===== src/core/estat_pkg.sv =====
// shared constants, register map and types of the ethernet statistics block
package estat_pkg;
	// ======================================================
	// counters
	localparam int          ESTAT_CNT_W     = 16;
	localparam int          ESTAT_NCNT      = 19;
	localparam int          ESTAT_INC_W     = 5;
	localparam int          CI_TOO_LONG     = 0;
	localparam int          CI_CRC          = 1;
	localparam int          CI_ALIGN        = 2;
	localparam int          CI_RX_OVF       = 3;
	localparam int          CI_RX_COLL      = 4;
	localparam int          CI_MISSED       = 5;
	localparam int          CI_FILTERED     = 6;
	localparam int          CI_RX_UNDERRUN  = 7;
	localparam int          CI_ONE_RETRY    = 8;
	localparam int          CI_SINGLE_COLL  = 9;
	localparam int          CI_MULTI_COLL   = 10;
	localparam int          CI_TX_UNDERFLOW = 11;
	localparam int          CI_EXCESS_COLL  = 12;
	localparam int          CI_LOST_CARRIER = 13;
	localparam int          CI_LATE_COLL    = 14;
	localparam int          CI_MULTI_RETRY  = 15;
	localparam int          CI_TOTAL_COLL   = 16;
	localparam int          CI_EXCESS_DEFER = 17;
	localparam int          CI_DEFERRED     = 18;
	// ======================================================
	// register map, byte offsets; counter n sits at 4*n
	localparam int          ESTAT_AW        = 8;
	localparam logic [7:0]  OFF_CTRL        = 8'h50;
	localparam logic [7:0]  OFF_STAT        = 8'h54;
	localparam int          CTRL_BRIDGE     = 0;
	localparam int          CTRL_CLR_STATS  = 1;
	localparam int          CTRL_REINIT     = 2;
	localparam logic [31:0] CTRL_RESET      = 32'h0000_0000;
	localparam int          STAT_SPEED_LSB  = 0;
	localparam int          STAT_DUPLEX_LSB = 2;
	localparam int          STAT_WARN       = 4;
	localparam int          STAT_LINK       = 5;
	localparam int          STAT_TXST_LSB   = 8;
	// ======================================================
	// status codes
	localparam logic [1:0]  SPD_UNKNOWN     = 2'h0;
	localparam logic [1:0]  SPD_10M         = 2'h1;
	localparam logic [1:0]  SPD_100M        = 2'h2;
	localparam logic [1:0]  DPX_UNKNOWN     = 2'h0;
	localparam logic [1:0]  DPX_HALF        = 2'h1;
	localparam logic [1:0]  DPX_FULL        = 2'h2;
	// ======================================================
	// frame and timing figures
	localparam logic [15:0] MAX_FRAME_BYTES = 16'h05EE;
	localparam logic [4:0]  COLL_LIMIT      = 5'h10;
	localparam int          CLK_NS          = 40;
	localparam int          BIT_NS_10M      = 100;
	localparam int          BIT_NS_100M     = 10;
	localparam int          SLOT_BITS       = 512;
	localparam int          EXDEF_BITS      = 24288;
	localparam int          TMR_W           = 17;
	localparam logic [16:0] SLOT_CYC_10M    = 17'(SLOT_BITS * BIT_NS_10M / CLK_NS);
	localparam logic [16:0] SLOT_CYC_100M   = 17'(SLOT_BITS * BIT_NS_100M / CLK_NS);
	// ======================================================
	// transmit sequencer, gray along idle, defer, send
	typedef enum logic [1:0] {
		TX_IDLE  = 2'b00,
		TX_DEFER = 2'b01,
		TX_SEND  = 2'b11
	} estat_tx_t;
endpackage : estat_pkg


===== src/core/estat_top.sv =====
// ethernet mac statistics, transmit retry sequencing and link status over apb
`timescale 1ns/10ps
// What this block does
// - count received frames longer than 1518 bytes
// - count received frames with bad crc
// - count frames whose bit length misaligned
// - count receive fifo overflow losses
// - count frames missed for lack of buffer
// - count filtered frames only while bridging enabled
// - reading filtered count clears it
// - receive collision, missed survive statistics clear
// - count long frames lacking second buffer
// - count frames sent after exactly one retry
// - count first-attempt collision then success
// - count frames with several collisions, then success
// - abandon after sixteen collisions and count
// - truncate on transmit fifo empty, count underflow
// - carrier loss flagged, no retry, frame completes
// - collision after slot time: late, counted, no retry
// - count frames needing two or more retries
// - total collisions adds every collision of frame
// - count deferrals, including dma busy
// - flag excessive deferral per ieee rules
// - report speed and duplex, unknown without link
// - warn when partner skipped negotiation
module estat_top
	import estat_pkg::*;
#(
	parameter logic [16:0] EXDEF_CYC_10M  = 17'(EXDEF_BITS * BIT_NS_10M / CLK_NS),
	parameter logic [16:0] EXDEF_CYC_100M = 17'(EXDEF_BITS * BIT_NS_100M / CLK_NS)
)(
	input  wire logic                CLK_SYS,
	input  wire logic                RSTN,
	// apb slave
	input  wire logic                PSEL,
	input  wire logic                PENABLE,
	input  wire logic                PWRITE,
	input  wire logic [ESTAT_AW-1:0] PADDR,
	input  wire logic [31:0]         PWDATA,
	output logic      [31:0]         PRDATA,
	output logic                     PREADY,
	output logic                     PSLVERR,
	// receive events from the mac, same clock
	input  wire logic                RX_END,
	input  wire logic [15:0]         RX_LEN_BYTES,
	input  wire logic                RX_CRC_ERR,
	input  wire logic                RX_ODD_BITS,
	input  wire logic                RX_FILTER_DROP,
	input  wire logic                RX_FIFO_OVF,
	input  wire logic                RX_NO_BUF,
	input  wire logic                RX_NO_BUF2,
	input  wire logic                RX_COLL,
	// transmit handshake with the mac, same clock
	input  wire logic                TX_REQ,
	input  wire logic                TX_BACKOFF,
	input  wire logic                TX_DMA_BUSY,
	input  wire logic                TX_COLL,
	input  wire logic                TX_FIFO_EMPTY,
	input  wire logic                TX_LAST,
	output logic                     TX_GO,
	output logic                     TX_RETRY,
	output logic                     TX_ABANDON,
	output logic                     TX_TRUNC,
	output logic                     TX_DONE,
	// pins from the phy
	input  wire logic                TX_CRS,
	input  wire logic                LINK_UP,
	input  wire logic                LINK_SPD100,
	input  wire logic                LINK_FDX,
	input  wire logic                PARTNER_AN,
	// link status
	output logic      [1:0]          SPEED_CODE,
	output logic      [1:0]          DUPLEX_CODE,
	output logic                     DUPLEX_WARN
);
	// ======================================================
	// pin synchronisers
	logic [4:0] pins_s;
	logic       crs_s;
	logic       link_s;
	logic       spd100_s;
	logic       fdx_s;
	logic       pan_s;

	estat_sync #(.N(5)) u_sync (
		.clk  (CLK_SYS),
		.rstn (RSTN),
		.din  ({PARTNER_AN, LINK_FDX, LINK_SPD100, LINK_UP, TX_CRS}),
		.dout (pins_s)
	);

	assign crs_s    = pins_s[0];
	assign link_s   = pins_s[1];
	assign spd100_s = pins_s[2];
	assign fdx_s    = pins_s[3];
	assign pan_s    = pins_s[4];

	// ======================================================
	// apb register access
	logic [31:0]     ctrl_q;
	logic            clr_stats_q;
	logic            reinit_q;
	logic [31:0]     rdata_q;
	logic [31:0]     rdata_d;
	logic [5:0]      idx;
	logic            hit;
	logic            setup_rd;
	logic            access_wr;
	logic            bridge_en;
	estat_tx_t       st_q;
	logic [1:0]      spd_q;
	logic [1:0]      dpx_q;
	logic            warn_q;
	logic [ESTAT_CNT_W-1:0] cnt_v [ESTAT_NCNT];

	assign idx       = PADDR[7:2];
	assign hit       = (PADDR[1:0] == 2'h0) &&
	                   ((idx < 6'(ESTAT_NCNT)) || PADDR == OFF_CTRL || PADDR == OFF_STAT);
	assign setup_rd  = PSEL && !PENABLE && !PWRITE;
	assign access_wr = PSEL && PENABLE && PWRITE && PADDR == OFF_CTRL;
	assign bridge_en = ctrl_q[CTRL_BRIDGE];
	// zero wait states; read data is taken at setup so no access needs stalling
	assign PREADY    = 1'b1;
	assign PSLVERR   = PSEL && PENABLE && !hit;
	assign PRDATA    = rdata_q;

	always_comb
	begin
		rdata_d = 32'h0000_0000;
		if (!hit)
			rdata_d = 32'h0000_0000;
		else if (PADDR == OFF_CTRL)
			rdata_d = {29'h0000_0000, 2'h0, bridge_en};
		else if (PADDR == OFF_STAT)
		begin
			rdata_d[STAT_SPEED_LSB +: 2]  = spd_q;
			rdata_d[STAT_DUPLEX_LSB +: 2] = dpx_q;
			rdata_d[STAT_WARN]            = warn_q;
			rdata_d[STAT_LINK]            = link_s;
			rdata_d[STAT_TXST_LSB +: 2]   = st_q;
		end
		else
			rdata_d = 32'(cnt_v[idx[4:0]]);
	end

	always_ff @(posedge CLK_SYS or negedge RSTN)
	begin
		if (!RSTN)
			rdata_q <= 32'h0000_0000;
		else if (setup_rd)
			rdata_q <= rdata_d;
	end

	// clear bits are self-clearing strobes, only bridge enable is stored
	always_ff @(posedge CLK_SYS or negedge RSTN)
	begin
		if (!RSTN)
		begin
			ctrl_q      <= CTRL_RESET;
			clr_stats_q <= 1'b0;
			reinit_q    <= 1'b0;
		end
		else
		begin
			clr_stats_q <= access_wr && PWDATA[CTRL_CLR_STATS];
			reinit_q    <= access_wr && PWDATA[CTRL_REINIT];
			if (access_wr)
				ctrl_q <= {31'h0000_0000, PWDATA[CTRL_BRIDGE]};
		end
	end

	// ======================================================
	// link status
	always_ff @(posedge CLK_SYS or negedge RSTN)
	begin
		if (!RSTN)
		begin
			spd_q  <= SPD_UNKNOWN;
			dpx_q  <= DPX_UNKNOWN;
			warn_q <= 1'b0;
		end
		else
		begin
			spd_q  <= !link_s ? SPD_UNKNOWN : (spd100_s ? SPD_100M : SPD_10M);
			dpx_q  <= !link_s ? DPX_UNKNOWN : (fdx_s ? DPX_FULL : DPX_HALF);
			warn_q <= link_s && !pan_s;
		end
	end

	assign SPEED_CODE  = spd_q;
	assign DUPLEX_CODE = dpx_q;
	assign DUPLEX_WARN = warn_q;

	// ======================================================
	// transmit sequencer
	logic [TMR_W-1:0] tmr_q;
	logic [4:0]       coll_q;
	logic             loc_q;
	logic             exdef_q;
	logic             busy;
	logic             in_send;
	logic             coll_evt;
	logic             late;
	logic             excess;
	logic             retry;
	logic             trunc;
	logic             done;
	logic             good;
	logic             frame_end;
	logic             defer_evt;
	logic             exdef_evt;
	logic [16:0]      slot_lim;
	logic [16:0]      exdef_lim;

	// carrier only defers in half duplex; full duplex waits on dma alone
	assign busy      = TX_DMA_BUSY || (crs_s && !fdx_s);
	assign in_send   = st_q == TX_SEND;
	assign slot_lim  = spd100_s ? SLOT_CYC_100M : SLOT_CYC_10M;
	assign exdef_lim = spd100_s ? EXDEF_CYC_100M : EXDEF_CYC_10M;
	assign coll_evt  = in_send && TX_COLL;
	assign late      = coll_evt && tmr_q >= slot_lim;
	assign excess    = coll_evt && !late && coll_q == COLL_LIMIT - 5'h01;
	assign retry     = coll_evt && !late && !excess && !loc_q;
	assign trunc     = in_send && !coll_evt && TX_FIFO_EMPTY && !TX_LAST;
	assign done      = in_send && !coll_evt && TX_LAST;
	assign good      = done && !loc_q;
	assign frame_end = done || trunc || (coll_evt && !retry);
	// each entry to defer while the medium or dma is busy is one deferral
	assign defer_evt = st_q == TX_DEFER && tmr_q == '0 && busy && !TX_BACKOFF;
	assign exdef_evt = st_q == TX_DEFER && busy && !exdef_q && tmr_q == exdef_lim;

	always_ff @(posedge CLK_SYS or negedge RSTN)
	begin
		if (!RSTN)
		begin
			st_q   <= TX_IDLE;
			tmr_q  <= '0;
			coll_q <= 5'h00;
		end
		else if (reinit_q)
		begin
			st_q   <= TX_IDLE;
			tmr_q  <= '0;
			coll_q <= 5'h00;
		end
		else
		begin
			if (tmr_q != '1)
				tmr_q <= tmr_q + 17'h0_0001;
			case (st_q)
			TX_IDLE:
			begin
				coll_q <= 5'h00;
				tmr_q  <= '0;
				if (TX_REQ)
					st_q <= TX_DEFER;
			end
			TX_DEFER:
			begin
				if (TX_BACKOFF)
					tmr_q <= '0;
				else if (!busy)
				begin
					st_q  <= TX_SEND;
					tmr_q <= '0;
				end
			end
			TX_SEND:
			begin
				if (retry)
				begin
					coll_q <= coll_q + 5'h01;
					st_q   <= TX_DEFER;
					tmr_q  <= '0;
				end
				else if (frame_end)
					st_q <= TX_IDLE;
			end
			default:
				st_q <= TX_IDLE;
			endcase
		end
	end

	// carrier loss and excessive deferral are remembered for the frame
	always_ff @(posedge CLK_SYS or negedge RSTN)
	begin
		if (!RSTN)
		begin
			loc_q   <= 1'b0;
			exdef_q <= 1'b0;
		end
		else if (st_q == TX_IDLE)
		begin
			loc_q   <= 1'b0;
			exdef_q <= 1'b0;
		end
		else
		begin
			if (in_send && !crs_s && !fdx_s)
				loc_q <= 1'b1;
			if (exdef_evt)
				exdef_q <= 1'b1;
		end
	end

	// strobes to the mac, registered
	always_ff @(posedge CLK_SYS or negedge RSTN)
	begin
		if (!RSTN)
		begin
			TX_GO      <= 1'b0;
			TX_RETRY   <= 1'b0;
			TX_ABANDON <= 1'b0;
			TX_TRUNC   <= 1'b0;
			TX_DONE    <= 1'b0;
		end
		else
		begin
			TX_GO      <= st_q == TX_DEFER && !TX_BACKOFF && !busy && !reinit_q;
			TX_RETRY   <= retry;
			TX_ABANDON <= coll_evt && !retry;
			TX_TRUNC   <= trunc;
			TX_DONE    <= done;
		end
	end

	// ======================================================
	// counter bank
	logic [ESTAT_INC_W-1:0] inc_a [ESTAT_NCNT];
	logic [ESTAT_NCNT-1:0]  clr_a;
	logic                   rd_filtered;

	assign rd_filtered = setup_rd && PADDR == 8'(CI_FILTERED * 4);

	always_comb
	begin
		for (int i = 0; i < ESTAT_NCNT; i++)
		begin
			inc_a[i] = 5'h00;
			// statistics clear spares the adapter-held counters
			clr_a[i] = reinit_q || (clr_stats_q && i != CI_RX_COLL && i != CI_MISSED);
		end
		clr_a[CI_FILTERED]     = clr_a[CI_FILTERED] || rd_filtered;
		inc_a[CI_TOO_LONG]     = 5'(RX_END && RX_LEN_BYTES > MAX_FRAME_BYTES);
		inc_a[CI_CRC]          = 5'(RX_END && RX_CRC_ERR);
		inc_a[CI_ALIGN]        = 5'(RX_END && RX_ODD_BITS);
		inc_a[CI_RX_OVF]       = 5'(RX_FIFO_OVF);
		inc_a[CI_RX_COLL]      = 5'(RX_COLL);
		inc_a[CI_MISSED]       = 5'(RX_NO_BUF);
		inc_a[CI_FILTERED]     = 5'(RX_END && RX_FILTER_DROP && bridge_en);
		inc_a[CI_RX_UNDERRUN]  = 5'(RX_NO_BUF2);
		inc_a[CI_ONE_RETRY]    = 5'(good && coll_q == 5'h01);
		inc_a[CI_SINGLE_COLL]  = 5'(good && coll_q == 5'h01);
		inc_a[CI_MULTI_COLL]   = 5'(good && coll_q > 5'h01);
		inc_a[CI_TX_UNDERFLOW] = 5'(trunc);
		inc_a[CI_EXCESS_COLL]  = 5'(excess);
		inc_a[CI_LOST_CARRIER] = 5'(frame_end && loc_q);
		inc_a[CI_LATE_COLL]    = 5'(late);
		inc_a[CI_MULTI_RETRY]  = 5'(good && coll_q > 5'h01);
		inc_a[CI_TOTAL_COLL]   = frame_end ? coll_q + 5'(coll_evt) : 5'h00;
		inc_a[CI_EXCESS_DEFER] = 5'(exdef_evt);
		inc_a[CI_DEFERRED]     = 5'(defer_evt);
	end

	for (genvar g = 0; g < ESTAT_NCNT; g++)
	begin : g_cnt
		estat_cnt u_cnt (
			.clk  (CLK_SYS),
			.rstn (RSTN),
			.clr  (clr_a[g]),
			.inc  (inc_a[g]),
			.val  (cnt_v[g])
		);
	end
endmodule : estat_top


===== src/core/estat_sync.sv =====
// three-stage pin synchroniser, change taken once stages two and three agree
`timescale 1ns/10ps
module estat_sync
	import estat_pkg::*;
#(
	parameter int N = 1
)(
	input  wire logic         clk,
	input  wire logic         rstn,
	input  wire logic [N-1:0] din,
	output logic      [N-1:0] dout
);
	logic [N-1:0] s1_q;
	logic [N-1:0] s2_q;
	logic [N-1:0] s3_q;
	logic [N-1:0] out_q;

	always_ff @(posedge clk or negedge rstn)
	begin
		if (!rstn)
		begin
			s1_q <= '0;
			s2_q <= '0;
			s3_q <= '0;
		end
		else
		begin
			s1_q <= din;
			s2_q <= s1_q;
			s3_q <= s2_q;
		end
	end

	// bitwise agreement filters a single metastable sample
	always_ff @(posedge clk or negedge rstn)
	begin
		if (!rstn)
			out_q <= '0;
		else
			out_q <= (s2_q & s3_q) | (out_q & (s2_q | s3_q));
	end

	assign dout = out_q;
endmodule : estat_sync


===== src/core/estat_cnt.sv =====
// saturating statistics counter, an event in the clear cycle is kept
`timescale 1ns/10ps
module estat_cnt
	import estat_pkg::*;
(
	input  wire logic                   clk,
	input  wire logic                   rstn,
	input  wire logic                   clr,
	input  wire logic [ESTAT_INC_W-1:0] inc,
	output logic      [ESTAT_CNT_W-1:0] val
);
	logic [ESTAT_CNT_W-1:0] val_q;
	logic [ESTAT_CNT_W:0]   sum;

	always_comb
	begin
		sum = (clr ? '0 : {1'b0, val_q}) + (ESTAT_CNT_W + 1)'(inc);
	end

	always_ff @(posedge clk or negedge rstn)
	begin
		if (!rstn)
			val_q <= '0;
		else if (sum[ESTAT_CNT_W])
			val_q <= '1;
		else
			val_q <= sum[ESTAT_CNT_W-1:0];
	end

	assign val = val_q;
endmodule : estat_cnt


===== config.mk =====
export PLATFORM = sky130hd
export DESIGN_NAME = estat_top
export DESIGN_NICKNAME = d
export VERILOG_FILES = /design/src/core/estat_pkg.sv /design/src/core/estat_top.sv /design/src/core/estat_sync.sv /design/src/core/estat_cnt.sv
export SDC_FILE = /design/constraint.sdc
export NUM_CORES = 1
export LEC_CHECK = 0
export BUFFER_PORTS_ARGS = -buffer_cell sky130_fd_sc_hd__buf_2
export CAP_MARGIN = 10
export CORE_UTILIZATION = 45
export CTS_CLUSTER_SIZE = 20
export DETAILED_ROUTE_END_ITERATION = 10
export SETUP_SLACK_MARGIN = 0.2
export SKIP_LAST_GASP = 1
export SYNTH_ARGS = -nofsm -noshare
export SYNTH_HDL_FRONTEND = slang
export SYNTH_SLANG_ARGS = --single-unit

===== constraint.sdc =====
create_clock -name CLK_SYS -period 10 [get_ports CLK_SYS]
set_input_delay 2 -clock CLK_SYS [delete_from_list [all_inputs] [get_ports CLK_SYS]]
set_output_delay 2 -clock CLK_SYS [all_outputs]
set_load 0.005 [all_outputs]

==> flow_summary_export.csv, run 1 <==
group,metric,value,unit
status,status,"finished clean",
timing,maxSlewHeadroom,0.252,
power_and_ir_drop,p_sw_frac,0.282,
timing,worst_slew_pin_slew,1.12,ns
floorplanning,dieArea,49400,µm²
clock_tree,clockRootBuffer,"clkbuf_16",
synthesis,synthTopCellsByArea,"dfrtp_1 43%, mux4_2 5.9%, xor2_1 5.7%, nand2_1 4.4%, o21ai_0 4.0%",
grt,grt_pass1_vias,16500,
synthesis,ys.flop_type,"dfrtp_1",
timing,post-route-period-util,0.531,
synthesis,netlist_area,21800,µm²
critical_path,worst-endpoint-arrival,3.31,ns
cells_and_area,synthToLayoutAreaGrowth,10.4,%
floorplanning,io_pins,124,
synthesis,ys_seq_area_frac,0.435,
power_and_ir_drop,clkPwrFrac,0.413,
clock_tree,cts_tree,"yes",
detailed_routing,drt_iter0_drc,1353,
power_and_ir_drop,p_switching,1160,µW
grt,gr-total-overflow,0,
detailed_routing,first_pass_iters,5,
job,max-cap-violations,0,
critical_path,cp_max_fo,3,
critical_path,worstReg2RegEnd,"g_cnt[7].u_cnt.val[8]",
clock_tree,clock-sinks,379,
clock_tree,cts_max_path_buffers,3,
power_and_ir_drop,power_density,172,nW/µm²
timing,tns,0,ns
detailed_routing,routed_via_density,5.87,
detailed_routing,routed_wirelength,58300,µm
cells_and_area,fillers,4279,
synthesis,synth_fa_ha_area_frac,0.0325,
cells_and_area,multi_input_area,11600,µm²
place,port_buffers,77,
synthesis,synthMuxAreaShare,0.0875,
detailed_routing,drc_errors,0,
timing,min_period,5.31,ns
detailed_routing,wire_per_inst,20.2,µm
power_and_ir_drop,leakagePower,0.0111,µW
synthesis,syn-instance-count,2211,
clock_tree,cts-htree-levels,2,
timing,rsz0062_at_grt,"no",
critical_path,startpoint_type,"input port",
place,gp_congestion,0.866,
timing,slew_viol_final,0,
power_and_ir_drop,peakVddDrop,0.118,mV
cells_and_area,stdcell_count,2884,
clock_tree,clkTransAtPathRegs,0.06,ns
critical_path,worstReg2RegStart,"clr_stats_q",
hold_path,hp-start,"u_sync.s1_q[3]",
critical_path,required,8.00,ns
detailed_routing,vias,16900,
synthesis,synth_top_area_cell,"dfrtp_1",
critical_path,critPathCaptureType,"primary output",
synthesis,synth_area_per_cell,9.87,µm²
place,dp.final_hpwl,40600,µm
floorplanning,die_h,222,µm
grt,grt_use_total,0.237,
synthesis,synth-async-reset-ratio,1.00,
floorplanning,initial_core_util,0.457,
power_and_ir_drop,p_int,2970,µW
synthesis,synth.distinct_cells,74,
grt,grt_max_degree,140,
hold_path,hold_class,"reg2reg",
timing,finalHoldViolCount,0,
critical_path,reg2reg_depth,12,
cells_and_area,register_area,9490,µm²
power_and_ir_drop,combPwrFrac,0.136,
grt,grt_pass1_wl,92500,µm
timing,setup_viol_count_final,0,
synthesis,yosys-top-cells-count,"379 x dfrtp_1, 255 x nand2_1, 174 x o21ai_0",
hold_path,whs_path_depth,0,
synthesis,ys_ff_latch,379,
clock_tree,numCtsBuffers,46,
timing,max_freq,188,MHz
synthesis,yosys.area_share.simple,0.225,
cells_and_area,drive_above_1_share,0.108,
timing,clock_skew,0.0285,ns
synthesis,synth_top_family_by_area,"simple AND/OR/NAND/NOR gates",
clock_tree,postCtsHoldBufs,0,
critical_path,worstSetupPathType,"in2out",
floorplanning,core_area,47700,µm²
floorplanning,die_x,222,µm
power_and_ir_drop,power_frac_seq,0.451,
grt,antenna_found_initial,2,
synthesis,yosysMostFrequentCell,"dfrtp_1",
clock_tree,ctsResizeCount,0,
synthesis,ys_warn_count,0,
synthesis,synth_xor_area_frac,0.0887,
detailed_routing,ant_nets,0,
cells_and_area,nets,2364,
floorplanning,rows,80,
clock_tree,insertion_delay,0.60,ns
place,dp.cells,2799,
synthesis,synth_edf_count,0,
critical_path,rrSetupSlack,5.42,ns
hold_path,whs_endpoint,"u_sync.s2_q[3]",
synthesis,synth_top_area_frac,0.435,
synthesis,synth_compound_area_frac,0.0961,
clock_tree,post_cts_buffers,0,
[worst max-delay path, cell delays in order]
cell,delay [ns]
buf_2,0.11
nor3_1,0.55
nand2_1,0.27
and3_1,0.25
buf_2,0.12
[sequential cells by signal, indices dropped and copies added, names as in the netlist, 2 cells and up]
| signal | count |
|---|---|
| u_sync.s1_q | 5 |
| SPEED_CODE | 2 |
| g_cnt.u_cnt.val | 304 |
| PRDATA | 16 |
| coll_q | 5 |
| u_sync.s3_q | 5 |
| st_q | 2 |
| DUPLEX_CODE | 2 |
| tmr_q | 17 |
| u_sync.dout | 5 |
| u_sync.s2_q | 5 |
[power by group through the flow]
stage,Combinational (µW),Clock (µW),Sequential (µW)
global placement,545,0,1880
CTS,566,1750,1860
detailed placement,558,0,1890
finish,562,1710,1860
global route,634,1810,1890
floorplan,417,0,1820
[layout make-up]
class                           instances  area share
Timing Repair Buffer                   91      0.0215
Antenna cell                            1    0.000104
Clock inverter                         21     0.00992
Clock buffer                           63      0.0538
Multi-Input combinational cell       1676       0.483
Tap cell                              615      0.0320
Inverter                               38     0.00592
Sequential cell                       379       0.394
[cell usage in the layout (no fill, tap or decap), types with 15 or more instances in the layout]
cell         n
and2_1      63
ha_1        51
clkbuf_16   46
mux4_2      57
buf_4       15
o21ai_0    174
nor3b_1     23
xor2_1     141
buf_2       74
dfrtp_1    378
nor2_1     107
xnor2_1     80
a21oi_1     40
nand4_1     46
o221ai_1    15
nand2b_1    45
nor3_1      51
nor2b_1     28
nand3_1    125
conb_1      17
inv_1       38
a31oi_1     20
and3_1      71
nand2_1    255
mux2i_1     58
and4_1      41
[per-layer routing]
metal,global-route usage,vias up,share of wire
met5,0,-,0.00022
met4,0.0860,2,0.033
met3,0.0401,109,0.053
met2,0.373,422,0.46
met1,0.330,8473,0.45
li1,-,7928,-
[worst max-delay path by stage]
stage	to	depth (start not counted)	slack (ns)	startpoint
2_1_floorplan	PSLVERR	6	5.03	PADDR[2]
3_3_place_gp	PSLVERR	5	4.65	PADDR[1]
3_5_place_dp	PSLVERR	5	4.65	PADDR[1]
4_1_cts	PSLVERR	5	4.65	PADDR[1]
5_1_grt	PSLVERR	6	4.62	PADDR[2]
6_report	PSLVERR	5	4.69	PADDR[1]
[stage by stage]
stage	total power (µW)	setup WS [ns]	util	hold WS, ns	instance area, µm²
3_3_place_gp	2420	4.65	0.472	0.333	22500
2_1_floorplan	2240	5.03	-	0.331	21900
5_1_grt	4330	4.62	0.504	0.355	24100
6_report	4140	4.69	0.504	0.348	24100
3_5_place_dp	2450	4.65	0.472	0.335	22500
4_1_cts	4180	4.65	0.504	0.349	24100
[cells by family (layout without fill, tap and decap cells)]
family | after synthesis | count (layout)
buffers and inverters | 171 | 213
AO/OA/AOI/OAI | 339 | 339
XOR/XNOR | 221 | 221
flip-flops | 379 | 379
other | 2 | 18
multiplexers | 119 | 119
AND/OR/NAND/NOR | 923 | 923
adder cells (fa/ha/maj) | 57 | 57
No activity file was read; power rests on OpenSTA's default activity.
==> run 2: changes to the inputs <==
clock period = 5 ns   (was 10 ns; I/O delays follow)
==> run 2 against run 1 <==
Net effect:
- sequential share of layout area down 0.19 points
- clock-buffer cell count down 3
- critical endpoint is now g_cnt[16].u_cnt.val[15]
- register-to-register slack worse by 4.7 ns
- critical path depth up 7
- utilization up 0.25 points
- flip-flop and latch count unchanged
- power up 100%
- via count up 0.81%
- die area unchanged
- clock power up 100%
==> flow_summary_export.csv, run 2 (same netlist as run 1, synthesis figures left out) <==
group,metric,value,unit
status,status,"finished clean",
detailed_routing,drt_iter0_drc,1422,
floorplanning,initial_core_util,0.457,
clock_tree,cts_max_path_buffers,3,
timing,rsz0062_at_grt,"no",
detailed_routing,ant_nets,0,
clock_tree,ctsResizeCount,0,
critical_path,worst-endpoint-arrival,4.65,ns
critical_path,crit_start,"tmr_q[12]",
grt,grtUsageMet3,0.0373,
job,max-cap-violations,0,
detailed_routing,routed_via_density,5.91,
timing,max_freq,236,MHz
floorplanning,core_area,47700,µm²
critical_path,required,5.41,ns
timing,setup_viol_count_final,0,
cells_and_area,final_common_cell,"dfrtp_1",
critical_path,startpoint_type,"flip-flop",
cells_and_area,final_cell_mix,"378 x dfrtp_1, 255 x nand2_1, 174 x o21ai_0",
timing,fin_hold_ws,0.348,ns
timing,tns,0,ns
floorplanning,die_h,222,µm
timing,finalHoldViolCount,0,
detailed_routing,first_pass_iters,5,
clock_tree,cts-htree-levels,2,
power_and_ir_drop,power_frac_seq,0.450,
power_and_ir_drop,combPwrFrac,0.136,
power_and_ir_drop,leakagePower,0.0112,µW
power_and_ir_drop,p_switching,2330,µW
grt,top_usage_layer,"met2",
timing,min_period,4.24,ns
timing,worst_slew_pin_slew,0.892,ns
clock_tree,numCtsBuffers,45,
grt,grt_use_total,0.243,
cells_and_area,synthToLayoutAreaGrowth,10.9,%
power_and_ir_drop,p_sw_frac,0.280,
critical_path,worstReg2RegStart,"tmr_q[12]",
cells_and_area,fillers,4335,
grt,use_met1,0.341,
clock_tree,clock-sinks,379,
timing,slew_viol_final,0,
cells_and_area,largest_reg_flops,304,
detailed_routing,routed_wirelength,58900,µm
place,dp.final_hpwl,41000,µm
hold_path,hp-start,"u_sync.s1_q[0]",
clock_tree,post_cts_buffers,0,
grt,gr-total-overflow,0,
clock_tree,clockRootBuffer,"clkbuf_16",
place,port_buffers,77,
hold_path,hold_class,"reg2reg",
critical_path,worstSetupPathType,"reg2reg",
power_and_ir_drop,finalPower,8320,µW
cells_and_area,antenna_cells,0,
timing,post-route-period-util,0.847,
grt,grt_pass1_wl,94600,µm
critical_path,cp_max_fo,7,
power_and_ir_drop,clkPwrFrac,0.414,
clock_tree,postCtsHoldBufs,0,
floorplanning,io_pins,124,
power_and_ir_drop,p_int,5980,µW
cells_and_area,utilization,0.507,
detailed_routing,drc_errors,0,
grt,grt_max_degree,141,
grt,grt_pass1_vias,16800,
critical_path,critPathCaptureType,"flip-flop",
floorplanning,rows,80,
power_and_ir_drop,peakVddDrop,0.240,mV
detailed_routing,vias,17100,
hold_path,whs_path_depth,0,
clock_tree,cts_tree,"yes",
cells_and_area,drive_above_1_share,0.112,
timing,clock_skew,0.0185,ns
floorplanning,dieArea,49400,µm²
timing,maxSlewHeadroom,0.400,
power_and_ir_drop,power_density,344,nW/µm²
clock_tree,clkTransAtPathRegs,0.06,ns
grt,antenna_found_initial,2,
place,gp_congestion,0.838,
detailed_routing,wire_per_inst,20.4,µm
critical_path,reg2reg_depth,12,
clock_tree,insertion_delay,0.58,ns
cells_and_area,nets,2371,
floorplanning,die_x,222,µm
grt,met2_usage,0.381,
-- run 2: cell types whose count changed in the layout (fill, tap and decap cells not counted), sizes merged --
cell,before,now
inv,41,39
clkbuf,63,60
diode,1,0
buf,91,99
bufinv,4,5
clkinv,11,12
clkinvlp,3,5
-- run 2: cell type report --
class / instances / area, µm² / area share
flip-flops and latches: 379 / 9490 / 0.392
clock buffers: 60 / 1280 / 0.0531
inverters: 38 / 143 / 0.00589
clock inverters: 23 / 260 / 0.0108
well taps: 615 / 769 / 0.0318
multi-input cells: 1676 / 11600 / 0.481
repair buffers: 99 / 628 / 0.0260
-- run 2: worst paths after layout --
path / end / slack [ns]
min in group asynchronous: g_cnt[16].u_cnt.val[14] / 0.38
worst min register to register: u_sync.s2_q[0] / 0.35
worst min-delay path: u_sync.s2_q[0] / 0.35
worst max-delay path: g_cnt[16].u_cnt.val[15] / 0.76
worst max register to register: g_cnt[16].u_cnt.val[15] / 0.76
max in group asynchronous: reinit_q / 3.33
-- run 2: metal layers --
| metal | share of wire | wire [µm] | vias to the layer above |
|---|---|---|---|
| met5 | 0.00034 | 20 | - |
| li1 | - | - | 7928 |
| met2 | 0.46 | 27000 | 458 |
| met4 | 0.030 | 1780 | 4 |
| met3 | 0.054 | 3180 | 103 |
| met1 | 0.46 | 26900 | 8578 |
-- run 2: per-stage QoR --
step	instances	area (µm²)	setup WS (ns)
global placement	2807	22700	0.843
finish	2890	24200	0.763
floorplan	2226	21900	1.27
global route	2890	24200	0.511
detailed placement	2807	22700	0.772
CTS	2890	24200	0.811
-- run 2: worst max-delay path: stages (launching register included) --
cell and delay, ns:
dfrtp_1 0.45, or4_1 0.58, or4_4 0.46, a211oi_1 0.40, a311o_2 0.33, nor2_1 0.07
ha_1 0.24, fa_1 0.41, a21o_1 0.17, a21o_1 0.21, a21oi_1 0.42, a41o_1 0.25
a21oi_1 0.06
-- run 2: power groups by stage --
| stage | clock network, µW | registers, µW | logic, µW |
|---|---|---|---|
| after global placement | 0 | 3770 | 1090 |
| after CTS | 3530 | 3730 | 1140 |
| after floorplan | 0 | 3640 | 835 |
| after global routing | 3620 | 3780 | 1270 |
| final | 3440 | 3740 | 1130 |
| after detailed placement | 0 | 3780 | 1130 |
